**src/srx_map.svh**
```systemverilog
// Purpose: Offsets, field positions, reset values and counts of the receive status block
// Assumes: Included by bare name wherever a constant is needed
// Notes:   Definitions only
// Notes on behaviour
// - Idle flag is status bit four
// - Idle needs 10 or 11 high bit times
// - Idle type clear: count from after start
// - Idle type set: count after stop bits
// - Status read then data read clears idle
// - Idle rearms only after next full flag
// - Idle flag sets once per idle period
// - Overrun bit three when data unread
// - Overrun drops new character, keeps old
// - Status read then data read clears overrun
// - Full flag zero empty, one holds character
// - Seven start samples, three per bit
// - Noise bit two on sample disagreement
// - Noise rises with the full flag
// - Full flag sets on shifter transfer
`ifndef SRX_MAP_SVH
`define SRX_MAP_SVH
`define SRX_AW            3
`define SRX_DW            16
`define SRX_OFS_STATUS    3'h0
`define SRX_OFS_DATA      3'h1
`define SRX_OFS_CTRL      3'h2
`define SRX_OFS_BAUD      3'h3
`define SRX_OFS_IRQ_STAT  3'h4
`define SRX_OFS_IRQ_MASK  3'h5
`define SRX_BIT_FULL      5
`define SRX_BIT_IDLE      4
`define SRX_BIT_OVR       3
`define SRX_BIT_NOISE     2
`define SRX_CTRL_LONG     0
`define SRX_CTRL_IDLE_TYPE 1
`define SRX_BAUD_W        13
`define SRX_BAUD_RST      13'h0082
`define SRX_RT_LAST       4'hF
`define SRX_RT_START_EVAL 4'hC
`define SRX_RT_BIT_EVAL   4'hB
`define SRX_BITS_SHORT    4'h8
`define SRX_BITS_LONG     4'h9
`define SRX_START_SAMPLES 3'h7
`define SRX_BIT_SAMPLES   3'h3
`define SRX_IDLE_SHORT    8'hA0
`define SRX_IDLE_LONG     8'hB0
`endif

```
**src/srx_pkg.sv**
```systemverilog
// Purpose: Types shared by the receive status block
// Assumes: Constants live in srx_map.svh
// Notes:   Types only
package srx_pkg;
   typedef enum logic [1:0] {
      SRX_S_IDLE  = 2'b00,
      SRX_S_START = 2'b01,
      SRX_S_DATA  = 2'b10,
      SRX_S_STOP  = 2'b11
   } srx_state_t;
   typedef struct packed {
      logic idle_after_stop;
      logic char_long;
   } srx_cfg_t;
   typedef struct packed {
      logic full;
      logic idle;
      logic ovr;
      logic noise;
   } srx_flags_t;
endpackage : srx_pkg

```
**src/srx_vote.sv**
```systemverilog
// Purpose: Majority of three samples with disagreement flag
// Assumes: Samples already captured in flip-flops
// Notes:   Pure combinational
module srx_vote (
   // Samples
   input  wire logic [2:0] samples,
   // Result
   output logic            level,
   output logic            disagree
);
   assign level    = (samples[0] & samples[1]) | (samples[0] & samples[2])
                   | (samples[1] & samples[2]);
   assign disagree = (samples != 3'h0) && (samples != 3'h7);
endmodule : srx_vote

```
**src/srx_top.sv**
```systemverilog
// Purpose: Serial receiver with full, idle, overrun and noise status flags
// Assumes: rx_line synchronous to clock; 16 baud ticks per bit time
// Notes:   Full, idle and overrun clear by a status read then a data read; noise clears on any data read
//
// The register offsets and the address-and-strobe port were decided locally.
`include "srx_map.svh"
module srx_top (
   // Clock and reset
   input  wire logic                   clock,
   input  wire logic                   reset,
   // Register port
   input  wire logic [`SRX_AW-1:0]     addr,
   input  wire logic [`SRX_DW-1:0]     wr_data,
   input  wire logic                   wr_en,
   input  wire logic                   rd_en,
   output logic      [`SRX_DW-1:0]     rd_data,
   // Serial line
   input  wire logic                   rx_line,
   // Interrupt
   output logic                        irq
);
   srx_pkg::srx_cfg_t    cfg_ff;
   srx_pkg::srx_flags_t  flg_ff, snap_ff;
   srx_pkg::srx_state_t  st_ff, nxt_st;
   logic [`SRX_BAUD_W-1:0] baud_ff, div_ff;
   logic [3:0]           rt_ff, bit_ff;
   logic [6:0]           samp_ff;
   logic [8:0]           shift_ff, data_ff;
   logic                 nacc_ff, idle_arm_ff;
   logic [7:0]           idle_cnt_ff, nxt_idle_cnt;
   logic [3:0]           irq_st_ff, irq_mask_ff;
   logic [`SRX_DW-1:0]   rd_data_ff;

   // Register decode
   wire sel_status = (addr == `SRX_OFS_STATUS);
   wire sel_data   = (addr == `SRX_OFS_DATA);
   wire rd_status  = rd_en && sel_status;
   wire rd_dreg    = rd_en && sel_data;
   wire wr_ctrl    = wr_en && (addr == `SRX_OFS_CTRL);
   wire wr_baud    = wr_en && (addr == `SRX_OFS_BAUD);
   wire wr_istat   = wr_en && (addr == `SRX_OFS_IRQ_STAT);
   wire wr_imask   = wr_en && (addr == `SRX_OFS_IRQ_MASK);

   // Baud tick divider; a zero divisor is treated as one
   // A new divisor restarts the count at once, so the old period does not linger
   wire tick = (div_ff == '0) || (div_ff == `SRX_BAUD_W'(1));
   always_ff @(posedge clock or posedge reset) begin
      if (reset) begin
         div_ff <= '0;
      end else if (wr_baud) begin
         div_ff <= '0;
      end else if (tick) begin
         div_ff <= baud_ff;
      end else begin
         div_ff <= div_ff - `SRX_BAUD_W'(1);
      end
   end

   // Sample points: seven in the start bit, three in every other bit
   wire start_pt = (rt_ff == 4'h3) || (rt_ff == 4'h5) || (rt_ff == 4'h7)
                 || (rt_ff == 4'h8) || (rt_ff == 4'h9) || (rt_ff == 4'hA)
                 || (rt_ff == 4'hB);
   wire bit_pt   = (rt_ff == 4'h8) || (rt_ff == 4'h9) || (rt_ff == 4'hA);
   wire take_smp = tick && (((st_ff == srx_pkg::SRX_S_START) && start_pt)
                 || ((st_ff != srx_pkg::SRX_S_START) && (st_ff != srx_pkg::SRX_S_IDLE)
                 && bit_pt));

   logic bit_level, bit_noisy, mid_level;
   srx_vote u_vote_bit (
      .samples  (samp_ff[2:0]),
      .level    (bit_level),
      .disagree (bit_noisy)
   );
   srx_vote u_vote_start (
      .samples  (samp_ff[3:1]),
      .level    (mid_level),
      .disagree ()
   );

   wire start_noisy = (samp_ff != 7'h00) && (samp_ff != 7'h7F);
   wire eval_start  = tick && (st_ff == srx_pkg::SRX_S_START)
                    && (rt_ff == `SRX_RT_START_EVAL);
   wire eval_bit    = tick && (rt_ff == `SRX_RT_BIT_EVAL)
                    && ((st_ff == srx_pkg::SRX_S_DATA) || (st_ff == srx_pkg::SRX_S_STOP));
   wire false_start = eval_start && mid_level;
   wire [3:0] nbits = cfg_ff.char_long ? `SRX_BITS_LONG : `SRX_BITS_SHORT;
   wire bit_end     = tick && (rt_ff == `SRX_RT_LAST);
   wire last_data   = (bit_ff == nbits - 4'h1);
   wire char_done   = eval_bit && (st_ff == srx_pkg::SRX_S_STOP);
   wire char_noisy  = nacc_ff || bit_noisy;

   // Character complete: load when empty, otherwise overrun
   wire load    = char_done && !flg_ff.full;
   wire ovr_evt = char_done && flg_ff.full;

   always_comb begin
      nxt_st = st_ff;
      case (st_ff)
         srx_pkg::SRX_S_IDLE: begin
            if (tick && !rx_line) begin
               nxt_st = srx_pkg::SRX_S_START;
            end
         end
         srx_pkg::SRX_S_START: begin
            if (false_start) begin
               nxt_st = srx_pkg::SRX_S_IDLE;
            end else if (bit_end) begin
               nxt_st = srx_pkg::SRX_S_DATA;
            end
         end
         srx_pkg::SRX_S_DATA: begin
            if (bit_end && last_data) begin
               nxt_st = srx_pkg::SRX_S_STOP;
            end
         end
         srx_pkg::SRX_S_STOP: begin
            if (char_done) begin
               nxt_st = srx_pkg::SRX_S_IDLE;
            end
         end
         default: nxt_st = srx_pkg::SRX_S_IDLE;
      endcase
   end

   always_ff @(posedge clock or posedge reset) begin
      if (reset) begin
         st_ff <= srx_pkg::SRX_S_IDLE;
      end else begin
         st_ff <= nxt_st;
      end
   end

   // Bit timing within a frame
   always_ff @(posedge clock or posedge reset) begin
      if (reset) begin
         rt_ff  <= 4'h0;
         bit_ff <= 4'h0;
      end else if (tick) begin
         if (st_ff == srx_pkg::SRX_S_IDLE) begin
            rt_ff  <= 4'h1;
            bit_ff <= 4'h0;
         end else begin
            rt_ff <= rt_ff + 4'h1;
            if (bit_end && (st_ff == srx_pkg::SRX_S_DATA)) begin
               bit_ff <= bit_ff + 4'h1;
            end
         end
      end
   end

   // Samples, data shifter and noise accumulator
   always_ff @(posedge clock or posedge reset) begin
      if (reset) begin
         samp_ff  <= 7'h00;
         shift_ff <= 9'h000;
         nacc_ff  <= 1'b0;
      end else begin
         if (take_smp) begin
            samp_ff <= {samp_ff[5:0], rx_line};
         end
         if (st_ff == srx_pkg::SRX_S_IDLE) begin
            nacc_ff <= 1'b0;
         end else if (eval_start) begin
            nacc_ff <= start_noisy;
         end else if (eval_bit && (st_ff == srx_pkg::SRX_S_DATA)) begin
            nacc_ff  <= nacc_ff | bit_noisy;
            shift_ff <= cfg_ff.char_long ? {bit_level, shift_ff[8:1]}
                                         : {1'b0, bit_level, shift_ff[7:1]};
         end
      end
   end

   // Samples taken since the last vote; kept for the sample-count checks only
   logic [2:0] smp_cnt_ff;
   always_ff @(posedge clock or posedge reset) begin
      if (reset) begin
         smp_cnt_ff <= 3'h0;
      end else if (eval_start || eval_bit || (st_ff == srx_pkg::SRX_S_IDLE)) begin
         smp_cnt_ff <= 3'h0;
      end else if (take_smp) begin
         smp_cnt_ff <= smp_cnt_ff + 3'h1;
      end
   end

   // Idle detection on baud ticks; idle type set counts only in the idle state
   wire counting  = cfg_ff.idle_after_stop ? (st_ff == srx_pkg::SRX_S_IDLE)
                  : (st_ff != srx_pkg::SRX_S_START);
   wire [7:0] idle_thr = cfg_ff.char_long ? `SRX_IDLE_LONG : `SRX_IDLE_SHORT;
   wire idle_set  = tick && counting && rx_line && idle_arm_ff
                  && (idle_cnt_ff == idle_thr - 8'h01);

   always_comb begin
      nxt_idle_cnt = idle_cnt_ff;
      if (!counting || (tick && !rx_line)) begin
         nxt_idle_cnt = 8'h00;
      end else if (tick && (idle_cnt_ff != idle_thr)) begin
         nxt_idle_cnt = idle_cnt_ff + 8'h01;
      end
   end

   always_ff @(posedge clock or posedge reset) begin
      if (reset) begin
         idle_cnt_ff <= 8'h00;
         idle_arm_ff <= 1'b0;
      end else begin
         idle_cnt_ff <= nxt_idle_cnt;
         if (load) begin
            idle_arm_ff <= 1'b1;
         end else if (idle_set) begin
            idle_arm_ff <= 1'b0;
         end
      end
   end

   // Status flags; a set in the same cycle as the clear wins
   wire clr_seq = rd_dreg;
   always_ff @(posedge clock or posedge reset) begin
      if (reset) begin
         flg_ff  <= '0;
         snap_ff <= '0;
         data_ff <= 9'h000;
      end else begin
         if (rd_status) begin
            snap_ff <= flg_ff;
         end else if (clr_seq) begin
            snap_ff <= '0;
         end
         if (load) begin
            data_ff     <= shift_ff;
            flg_ff.full <= 1'b1;
            flg_ff.noise <= char_noisy;
         end else if (clr_seq && snap_ff.full) begin
            flg_ff.full  <= 1'b0;
            flg_ff.noise <= 1'b0;
         end else if (clr_seq) begin
            flg_ff.noise <= 1'b0;
         end
         if (ovr_evt) begin
            flg_ff.ovr <= 1'b1;
         end else if (clr_seq && snap_ff.ovr) begin
            flg_ff.ovr <= 1'b0;
         end
         if (idle_set) begin
            flg_ff.idle <= 1'b1;
         end else if (clr_seq && snap_ff.idle) begin
            flg_ff.idle <= 1'b0;
         end
      end
   end

   // Control, baud and interrupt registers
   wire [3:0] irq_evt = {load, idle_set, ovr_evt, load && char_noisy};
   always_ff @(posedge clock or posedge reset) begin
      if (reset) begin
         cfg_ff      <= '0;
         baud_ff     <= `SRX_BAUD_RST;
         irq_st_ff   <= 4'h0;
         irq_mask_ff <= 4'h0;
      end else begin
         if (wr_ctrl) begin
            cfg_ff.char_long       <= wr_data[`SRX_CTRL_LONG];
            cfg_ff.idle_after_stop <= wr_data[`SRX_CTRL_IDLE_TYPE];
         end
         if (wr_baud) begin
            baud_ff <= wr_data[`SRX_BAUD_W-1:0];
         end
         if (wr_imask) begin
            irq_mask_ff <= wr_data[3:0];
         end
         irq_st_ff <= irq_evt | (irq_st_ff & ~(wr_istat ? wr_data[3:0] : 4'h0));
      end
   end

   assign irq = |(irq_st_ff & irq_mask_ff);

   // Read data, valid in the cycle after the strobe only
   logic [`SRX_DW-1:0] rd_mux;
   always_comb begin
      rd_mux = '0;
      case (addr)
         `SRX_OFS_STATUS: begin
            rd_mux[`SRX_BIT_FULL]  = flg_ff.full;
            rd_mux[`SRX_BIT_IDLE]  = flg_ff.idle;
            rd_mux[`SRX_BIT_OVR]   = flg_ff.ovr;
            rd_mux[`SRX_BIT_NOISE] = flg_ff.noise;
         end
         `SRX_OFS_DATA:      rd_mux[8:0] = data_ff;
         `SRX_OFS_CTRL:      rd_mux[1:0] = cfg_ff;
         `SRX_OFS_BAUD:      rd_mux[`SRX_BAUD_W-1:0] = baud_ff;
         `SRX_OFS_IRQ_STAT:  rd_mux[3:0] = irq_st_ff;
         `SRX_OFS_IRQ_MASK:  rd_mux[3:0] = irq_mask_ff;
         default:            rd_mux = '0;
      endcase
   end

   always_ff @(posedge clock or posedge reset) begin
      if (reset) begin
         rd_data_ff <= '0;
      end else begin
         rd_data_ff <= rd_en ? rd_mux : '0;
      end
   end
   assign rd_data = rd_data_ff;
endmodule : srx_top

```
**config.mk**
```make
export PLATFORM = sky130hd
export DESIGN_NAME = srx_top
export DESIGN_NICKNAME = d
export VERILOG_FILES = /design/src/srx_pkg.sv /design/src/srx_vote.sv /design/src/srx_top.sv
export VERILOG_INCLUDE_DIRS = /design/src
export SDC_FILE = /design/constraint.sdc
export NUM_CORES = 1
export LEC_CHECK = 0
export BUFFER_PORTS_ARGS = -buffer_cell sky130_fd_sc_hd__buf_2
export CORE_ASPECT_RATIO = 0.8
export CORE_MARGIN = 10
export CORE_UTILIZATION = 45
export DETAILED_ROUTE_END_ITERATION = 8
export PLACE_DENSITY = 0.63
export SYNTH_ARGS = -nofsm -noshare
export SYNTH_HDL_FRONTEND = slang
export SYNTH_SLANG_ARGS = --single-unit
```
**constraint.sdc**
```tcl
create_clock -name clock -period 3.9 [get_ports clock]
set_input_delay 0.585 -clock clock [delete_from_list [all_inputs] [get_ports clock]]
set_output_delay 0.585 -clock clock [all_outputs]
set_load 0.01 [all_outputs]
```
==> results of run 1 <==
## cell usage after synthesis (2+ instances only)
cell type	instances	area share (%)
a211oi_1	11	1.7
a21oi_1	17	1.7
a221oi_1	2	0.36
a22o_1	5	0.89
a22oi_1	5	0.76
a41oi_1	2	0.36
and2_1	8	1.0
and3_1	10	1.3
buf_2	4	0.41
buf_4	3	0.46
clkbuf_1	17	1.3
dfrtp_1	99	50
dfstp_2	2	1.1
ha_1	9	2.3
inv_1	10	0.76
maj3_1	2	0.41
mux2_2	29	6.7
mux2i_1	8	1.6
nand2_1	90	6.9
nand2b_1	5	0.64
nand3_1	17	1.7
nand3b_1	3	0.46
nand4_1	3	0.38
nand4b_1	3	0.54
nor2_1	38	2.9
nor2b_1	6	0.76
nor3_1	10	1.0
nor4_1	5	0.64
nor4_2	2	0.51
o21a_1	2	0.31
o21ai_0	17	1.7
o21bai_1	2	0.31
o22ai_1	2	0.25
o31ai_1	2	0.31
or3_1	3	0.38
or4_1	3	0.46
xnor2_1	6	1.1
xor2_1	9	1.6
## cell families (layout without fill, tap and decap cells)
family | after synthesis | in the layout | synth area share [%]
AND/OR/NAND/NOR | 213 | 213 | 21.0
flip-flops | 101 | 101 | 51.5
AO/OA/AOI/OAI | 76 | 76 | 10.7
multiplexers | 37 | 37 | 8.28
buffers and inverters | 36 | 65 | 3.08
XOR/XNOR | 15 | 15 | 2.68
adder cells (fa/ha/maj) | 11 | 11 | 2.70
other | 1 | 3 | 0.0764
## through the flow
| step | worst slack (ps) | hold slack (ps) | utilization [%] |
|---|---|---|---|
| after floorplan | 671 | 439 | - |
| after global placement | 1250 | 460 | 48.3 |
| after detailed placement | 1180 | 461 | 48.3 |
| after CTS | 1180 | 428 | 51.2 |
| after global routing | 1040 | 443 | 51.2 |
| final | 1190 | 417 | 51.2 |
## path summary, 6_finish.rpt
| path | from | to | slack (ps) | cells after the start |
|---|---|---|---|---|
| worst max-delay path | div_ff[5] | bit_ff[0] | 1190 | 5 |
| worst max register to register | div_ff[5] | bit_ff[0] | 1190 | 5 |
| worst min-delay path | reset | snap_ff[3] | 420 | 2 |
| worst min register to register | baud_ff[7] | baud_ff[7] | 480 | 2 |
| max in group asynchronous | reset | baud_ff[7] | 2630 | 3 |
| min in group clock | wr_data[10] | baud_ff[10] | 440 | 3 |
## registers in the layout, summed over array words and instances, names as in the netlist, named ones only
name,flops
snap_ff,3
idle_arm_ff,1
flg_ff,4
rd_data,13
baud_ff,13
div_ff,13
st_ff,1
cfg_ff,2
samp_ff,7
data_ff,9
irq_mask_ff,4
idle_cnt_ff,8
irq_st_ff,4
nacc_ff,1
rt_ff,4
bit_ff,4
shift_ff,9
## per-layer routing
layer | part of all wire [%] | vias up
met3 | 5.8 | 12
li1 | - | 1758
met1 | 50 | 1773
met2 | 43 | 88
met4 | 1.2 | 0
met5 | 0 | -
## worst max-delay path, delay by kind of cell, from the launching register on
family	cells	cell delay, ps
simple gates	3	1980
flops	1	450
compound gates	2	230
## area by class of cell
class	instances	area (um^2)	area share, %
multi-input combinational	355	2240	40.6
inverter	11	43.8	0.795
clock buffer	10	229	4.15
timing repair buffer	39	208	3.77
tap	144	180	3.27
sequential	101	2530	45.9
clock inverter	5	85.1	1.54
## where the power goes
part           switching, mW  leakage, nW  total [mW]  internal (mW)
clock                  0.384        0.149       0.947          0.562
sequential             0.152         1.34        1.34           1.19
combinational          0.314         1.14       0.542          0.229
total                  0.850         2.63        2.83           1.98
## cell usage in the layout (no fill, tap or decap), types with 3 or more instances in the layout
cell / netlist / final
dfrtp_1: 99 / 99
nand2_1: 90 / 90
nor2_1: 38 / 38
buf_2: 4 / 34
mux2_2: 29 / 29
nand3_1: 17 / 17
a21oi_1: 17 / 17
o21ai_0: 17 / 17
a211oi_1: 11 / 11
and3_1: 10 / 10
nor3_1: 10 / 10
inv_1: 10 / 9
xor2_1: 9 / 9
ha_1: 9 / 9
clkbuf_16: 0 / 9
mux2i_1: 8 / 8
and2_1: 8 / 8
xnor2_1: 6 / 6
nor2b_1: 6 / 6
nor4_1: 5 / 5
nand2b_1: 5 / 5
a22o_1: 5 / 5
a22oi_1: 5 / 5
buf_4: 3 / 5
or3_1: 3 / 3
nand4b_1: 3 / 3
or4_1: 3 / 3
nand3b_1: 3 / 3
nand4_1: 3 / 3
conb_1: 1 / 3
==> results.md, run 1 <==
- Area grow syn2layout: 12.3%
- Placer Congestion: 0.856
- Post-synthesis sequential area ratio: 51.5%
- Pins Over Slew Limit: 0
- Signal arrival time at the worst endpoint: 3000 ps
- Peak Freq: 368 MHz
- # DRC: 0
- Min-Delay Path Class: in2async
- WL per Instance: 16.8 um
- Crit-path max FO: 28
- Maximum VDD drop: 0.000247 V
- Worst Setup Start Kind: register
- CORE AREA: 10800 um^2
- Clock sinks: 101
- Gate Count Post-Synth: 490
- Pwr Total: 2.83 mW
- 1st-iter DRT viols: 203
- Yosys warning count: 0
- Final worst path period share: 69.6%
- CTS clk-pin slew, worst paths: 70 ps
- Worst Max-Slew Pin Slew: 1090 ps
- Gates resized, CTS repair: 0
- Final wirelength: 11200 um
- TNS Setup: 0 ps
- Max-Cap Viols: 0
- Lkg Pwr: 2.63 nW
- Antenna violations before repair: 0
- Setup Skew: 7.46 ps
- Die ar.: 15500 um^2
- First-pass GRT wire length: 18500 um
- Cts bufs inserted: 9
- CTS tree: done
- Most Crowded Layer GR: met1
- Post-DP HPWL: 8020 um
- Share of cells above drive strength 1: 17.9%
- CP Data Required Time: 4180 ps
- Outcome: complete, no violations
- Slowest-stage cell, CP: or4_1
- Grt met2 use: 21.2%
- Top_reg_cell synth: dfrtp_1
- Grt met1 use: 21.8%
- Vias: 3631
- Worst Path Class, Setup: reg2reg
- Starting Density: 45.6%
- Met3 Resource Use GR: 3.65%
- FILL cells: 978
- Post-route insts no fill: 665
- ANT nets after route: 0
- Die width: 137 um
- Clock Latency Late Sink: 350 ps
- Top-Level Pins: 41
- Drt first pass iters: 4
- #FFs+latches synth: 101
- Crit-path cells: or4_4 -> or4_1 -> nor4_1 -> a21o_1 -> a22o_1
- Buffers on Ports: 34
- GRT overflow: 0
- Cell count after placement: 650
- Root Buffer: clkbuf_16
- Fin area: 5510 um^2
- Final min period: 2710 ps
- Slew HR: 26.8%
- Row count: 34
- Post-Syn Area: 4910 um^2
- Final Hold Viols: 0
- RSZ-0062 raised after global routing: false
- Async SR Flop Fraction: 100%
- Mean post-synth cell area: 10.0 um^2
- GRT Util Overall: 14.9%
- Die Y-Extent: 113 um
- Final setup fails: 0
- EDFF count, synth: 0
- Vias in the first global route: 3542
- Pwr dens: 514 nW/um^2
- Post-CTS Hold Buffers: 0
- Post-CTS setup buffers: 0
- CP endpoint kind: register
- DR vias/cell: 5.46
- Final #Nets: 550
- Largest stage delay on the critical path: 980 ps
- Number of library cell types mapped by synthesis: 57
- Largest net degree at the start of global routing: 69
- Ant. Diodes: 0
- CTS H-tree lvls: 3
- Area after DPL: 5200 um^2
- CTS max path bufs: 2
(Power assumes the default switching activity.)
==> inputs of run 2 (changes only) <==
==> constraint.sdc (replaced) <==
create_clock -name clock -period 2.52 [get_ports clock]
set_input_delay 0.378 -clock clock [delete_from_list [all_inputs] [get_ports clock]]
set_output_delay 0.378 -clock clock [all_outputs]
set_load 0.01 [all_outputs]
==> results.md, run 2 (same netlist as run 1, synthesis figures left out) <==
- WL per Instance: 16.4 um (was 16.8 um)
- Worst Setup Start Kind: register (unchanged)
- Most Crowded Layer GR: met1 (unchanged)
- Largest stage delay on the critical path: 590 ps (was 980 ps)
- Fin area: 5600 um^2 (was 5510 um^2)
- # DRC: 0 (unchanged)
- Area grow syn2layout: 14.1% (was 12.3%)
- CP endpoint kind: register (unchanged)
- Vias: 3669 (was 3631)
- Final Hold Viols: 0 (unchanged)
- Ant. Diodes: 0 (unchanged)
- Lkg Pwr: 2.68 nW (was 2.63 nW)
- First-pass GRT wire length: 18600 um (was 18500 um)
- Buffers on Ports: 34 (unchanged)
- Slowest-stage cell, CP: or4_4 (was or4_1)
- Signal arrival time at the worst endpoint: 2620 ps (was 3000 ps)
- DR vias/cell: 5.41 (was 5.46)
- Post-DP HPWL: 8070 um (was 8020 um)
- Crit-path max FO: 7 (was 28)
- Pwr dens: 773 nW/um^2 (was 514 nW/um^2)
- Share of cells above drive strength 1: 20.2% (was 17.9%)
- Worst Path Class, Setup: reg2reg (unchanged)
- Pwr Total: 4.33 mW (was 2.83 mW)
- Final worst setup slack: 134 ps (was 1190 ps)
- GRT Util Overall: 14.8% (was 14.9%)
- Maximum VDD drop: 0.000435 V (was 0.000247 V)
- Final worst path period share: 94.7% (was 69.6%)
- Area after DPL: 5300 um^2 (was 5200 um^2)
- Pins Over Slew Limit: 0 (unchanged)
- Starting Density: 45.6% (unchanged)
- Pre-CTS setup slack: 77.6 ps (was 1180 ps)
- TNS Setup: 0 ps (unchanged)
- Drt first pass iters: 4 (unchanged)
- Outcome: complete, no violations (unchanged)
- Antenna violations before repair: 0 (unchanged)
- Slew HR: 58.6% (was 26.8%)
- Grt met1 use: 21.5% (was 21.8%)
- Cell count after placement: 662 (was 650)
- Final #Nets: 562 (was 550)
- Die Y-Extent: 113 um (unchanged)
- GRT overflow: 0 (unchanged)
- Placer Congestion: 0.886 (was 0.856)
- Clock sinks: 101 (unchanged)
- Die ar.: 15500 um^2 (unchanged)
- Post-route insts no fill: 678 (was 665)
- Final min period: 2390 ps (was 2710 ps)
- Final hold slack: 170 ps (was 417 ps)
- Peak Freq: 419 MHz (was 368 MHz)
- Clock Latency Late Sink: 340 ps (was 350 ps)
- Max-Cap Viols: 0 (unchanged)
- FILL cells: 996 (was 978)
- Cts bufs inserted: 9 (unchanged)
- Crit-path cells: or4_4 -> or3_4 -> a2111oi_4 -> buf_4 -> mux2_2 (was or4_4 -> or4_1 -> nor4_1 -> a21o_1 -> a22o_1)
- Row count: 34 (unchanged)
- Die width: 137 um (unchanged)
- Top-Level Pins: 41 (unchanged)
- Core Util, Final: 52.0% (was 51.2%)
- Area of the multi-input gates: 2240 um^2 (about the same)
- Final setup fails: 0 (unchanged)
- CTS clk-pin slew, worst paths: 70 ps (about the same)
- Met3 Resource Use GR: 3.47% (was 3.65%)
- ANT nets after route: 0 (unchanged)
- FF/Latch Area: 2530 um^2 (unchanged)
- CTS H-tree lvls: 3 (unchanged)
- Root Buffer: clkbuf_16 (unchanged)
- CP Data Required Time: 2750 ps (was 4180 ps)
- CTS tree: done (unchanged)
- Final wirelength: 11100 um (was 11200 um)
- CORE AREA: 10800 um^2 (unchanged)
- Grt met2 use: 21.3% (was 21.2%)
- Setup Skew: 4.26 ps (was 7.46 ps)
- Largest net degree at the start of global routing: 102 (was 69)
- Min-Delay Path Class: in2async (unchanged)
- 1st-iter DRT viols: 235 (was 203)
- Reg2reg setup slack: 130 ps (was 1190 ps)
- Worst Max-Slew Pin Slew: 618 ps (was 1090 ps)
- RSZ-0062 raised after global routing: false (unchanged)
- Most frequent cells in the layout: dfrtp_1, nand2_1, nor2_1 (unchanged)
- Cell family with the largest share of critical-path delay: simple AND/OR/NAND/NOR gates (unchanged)
- Commonest non-fill, non-tap cell in the layout: dfrtp_1 (unchanged)
- CTS max path bufs: 2 (unchanged)
- Vias in the first global route: 3622 (was 3542)
- Crit path buf inv count: 1 (was 0)
-- run 2: changes by cell type in the layout (fill, tap and decap cells not counted), sizes merged --
cell	previous run	this run
clkinv	2	4
inv	11	12
bufinv	2	0
buf	39	51
-- run 2: worst paths after layout --
kind                                  from          end  cells past startpoint
max in group asynchronous            reset   samp_ff[4]                      3
worst min register to register  baud_ff[1]   baud_ff[1]                      2
worst max-delay path             div_ff[7]   samp_ff[3]                      5
min in group clock              wr_data[9]   baud_ff[9]                      3
worst max register to register   div_ff[7]   samp_ff[3]                      5
worst min-delay path                 reset  baud_ff[10]                      3
-- run 2: worst min-delay path, delay by kind of cell --
kind,cells,cell delay (ps)
buffers and inverters,3,570
-- run 2: where the power goes --
part | leakage (nW) | switching [mW] | internal, mW
Sequential | 1.34 | 0.228 | 1.84
Combinational | 1.20 | 0.503 | 0.397
Clock | 0.146 | 0.643 | 0.717
-- run 2: area by class of cell --
type                    instances  share of cell area [%]
clock buffers                  10                    4.27
clock inverters                 6                   0.983
inverters                      11                   0.804
multi-input cells             355                    40.0
flip-flops and latches        101                    45.2
well taps                     144                    3.22
repair buffers                 51                    5.54
-- run 2: timing repair --
action                     CTS  global route
resized for setup            0             1
setup buffers                0             0
setup endpoints to repair    0             7
hold buffers                 0             0
-- run 2: layer usage --
metal  part of all wire (%)  vias up
met2                     44       74
met3                    6.5        9
met1                     49     1804
li1                       -     1782
met5                      0        -
met4                    1.0        0
==> inputs of run 3 (changes only) <==
--- a/config.mk
+++ b/config.mk
@@ -9,9 +9,9 @@
 export BUFFER_PORTS_ARGS = -buffer_cell sky130_fd_sc_hd__buf_2
 export CORE_ASPECT_RATIO = 0.8
 export CORE_MARGIN = 10
-export CORE_UTILIZATION = 45
+export CORE_UTILIZATION = 40
 export DETAILED_ROUTE_END_ITERATION = 8
-export PLACE_DENSITY = 0.63
+export PLACE_DENSITY = 0.57
 export SYNTH_ARGS = -nofsm -noshare
 export SYNTH_HDL_FRONTEND = slang
 export SYNTH_SLANG_ARGS = --single-unit
==> results.md, run 3 (same netlist as run 1, synthesis figures left out) <==
- CORE AREA: 12100 um^2 (was 10800 um^2)
- Reg2reg setup slack: 130 ps (about the same)
- DR vias/cell: 5.34 (was 5.41)
- GRT Util Overall: 13.9% (was 14.8%)
- Buffers on Ports: 34 (unchanged)
- Post-CTS setup buffers: 0 (unchanged)
- Worst Max-Slew Pin Slew: 610 ps (was 618 ps)
- Top-Level Pins: 41 (unchanged)
- CTS clk-pin slew, worst paths: 70 ps (about the same)
- Pins Over Slew Limit: 0 (unchanged)
- Min-Delay Path Class: in2async (unchanged)
- Worst Setup Start Kind: register (unchanged)
- CTS max path bufs: 2 (unchanged)
- Share of cells above drive strength 1: 20.2% (about the same)
- Slew HR: 58.8% (was 58.6%)
- Commonest non-fill, non-tap cell in the layout: dfrtp_1 (unchanged)
- CTS tree: done (unchanged)
- # DRC: 0 (unchanged)
- Die Y-Extent: 119 um (was 113 um)
- Setup Skew: 10.5 ps (was 4.26 ps)
- Cts bufs inserted: 9 (unchanged)
- Post-route insts no fill: 687 (was 678)
- CTS H-tree lvls: 3 (unchanged)
- Maximum VDD drop: 0.000355 V (was 0.000435 V)
- Pwr Total: 4.36 mW (was 4.33 mW)
- Drt first pass iters: 4 (unchanged)
- Final setup fails: 0 (unchanged)
- Signal arrival time at the worst endpoint: 2620 ps (about the same)
- Placer Congestion: 0.866 (was 0.886)
- Area grow syn2layout: 14.5% (was 14.1%)
- CP Data Required Time: 2760 ps (was 2750 ps)
- Lkg Pwr: 2.70 nW (was 2.68 nW)
- Starting Density: 40.5% (was 45.6%)
- RSZ-0062 raised after global routing: false (unchanged)
- Clock Latency Late Sink: 350 ps (was 340 ps)
- Die width: 144 um (was 137 um)
- CP endpoint kind: register (unchanged)
- Row count: 36 (was 34)
- Clock sinks: 101 (unchanged)
- Final worst path period share: 94.7% (about the same)
- ANT nets after route: 0 (unchanged)
- GRT overflow: 0 (unchanged)
- Post-DP HPWL: 8130 um (was 8070 um)
- Final wirelength: 11300 um (was 11100 um)
- Cell count after placement: 671 (was 662)
- Final Hold Viols: 0 (unchanged)
- Peak Freq: 419 MHz (about the same)
- Largest net degree at the start of global routing: 102 (unchanged)
- Core Util, Final: 46.4% (was 52.0%)
- 1st-iter DRT viols: 218 (was 235)
- Antenna violations before repair: 0 (unchanged)
- Crit-path max FO: 11 (was 7)
- Final min period: 2390 ps (about the same)
- Register-to-Register Path Depth: 5 (unchanged)
- WL per Instance: 16.5 um (was 16.4 um)
- TNS Setup: 0 ps (unchanged)
- Root Buffer: clkbuf_16 (unchanged)
- Post-CTS Hold Buffers: 0 (unchanged)
- Final hold slack: 181 ps (was 170 ps)
- Vias: 3666 (was 3669)
- Pwr dens: 776 nW/um^2 (was 773 nW/um^2)
- Most frequent cells in the layout: dfrtp_1, nand2_1, nor2_1 (unchanged)
- Vias in the first global route: 3638 (was 3622)
- Ant. Diodes: 0 (unchanged)
- Final #Nets: 563 (was 562)
- First-pass GRT wire length: 19300 um (was 18600 um)
- Worst Path Class, Setup: reg2reg (unchanged)
- Max-Cap Viols: 0 (unchanged)
- Gates resized, CTS repair: 0 (unchanged)
- Outcome: complete, no violations (unchanged)
- Die ar.: 17100 um^2 (was 15500 um^2)
-- run 3: cell count changes in the layout (fill, tap and decap cells not counted) --
| cell | delta |
|---|---|
| nor4_2 | -1 |
| clkbuf_8 | +1 |
| nor4_1 | +1 |
| inv_8 | +1 |
| buf_4 | +1 |
| clkinv_4 | -2 |
-- run 3: final timing paths --
| check | from | end |
|---|---|---|
| setup / recovery | div_ff[7] | shift_ff[0] |
| hold / removal | reset | rd_data[10] |
| setup reg to reg | div_ff[7] | shift_ff[0] |
| hold reg to reg | baud_ff[7] | baud_ff[7] |
| max in group asynchronous | reset | baud_ff[7] |
| min in group clock | wr_data[12] | baud_ff[12] |
-- run 3: per-stage QoR --
stage | instance area, um^2 | worst slack, ps
2_1_floorplan | 4920 | 168
3_3_place_gp | 5320 | 177
3_5_place_dp | 5320 | 148
4_1_cts | 5620 | 126
5_1_grt | 5620 | 45.7
6_report | 5620 | 133
-- run 3: power breakdown --
| group | leakage [nW] | internal, mW | switching, mW | total [mW] |
|---|---|---|---|---|
| Combinational | 1.20 | 0.401 | 0.502 | 0.904 |
| Clock | 0.151 | 0.747 | 0.639 | 1.39 |
| Sequential | 1.34 | 1.84 | 0.231 | 2.07 |
| Total | 2.70 | 2.99 | 1.37 | 4.36 |
-- run 3: worst max-delay path, stage by stage (launching register included) --
cell and delay, ps:
dfrtp_1 420, or4_4 580, nor4_1 450, nor3b_1 260, buf_4 230, mux2_2 340
-- run 3: area by class of cell --
type	count	area (um^2)
clock buffer	11	253
clock inverter	5	48.8
fill	1162	6500
inverter	11	45.0
multi-input combinational	355	2240
sequential	101	2530
tap	152	190
timing repair buffer	52	318
-- run 3: routing by layer --
| layer | global-route usage (%) | part of all wire (%) | up-vias |
|---|---|---|---|
| li1 | - | - | 1793 |
| met1 | 20.9 | 51 | 1799 |
| met2 | 19.2 | 43 | 69 |
| met3 | 3.38 | 5.2 | 5 |
| met4 | 4.01 | 0.67 | 0 |
| met5 | 0 | 0 | - |
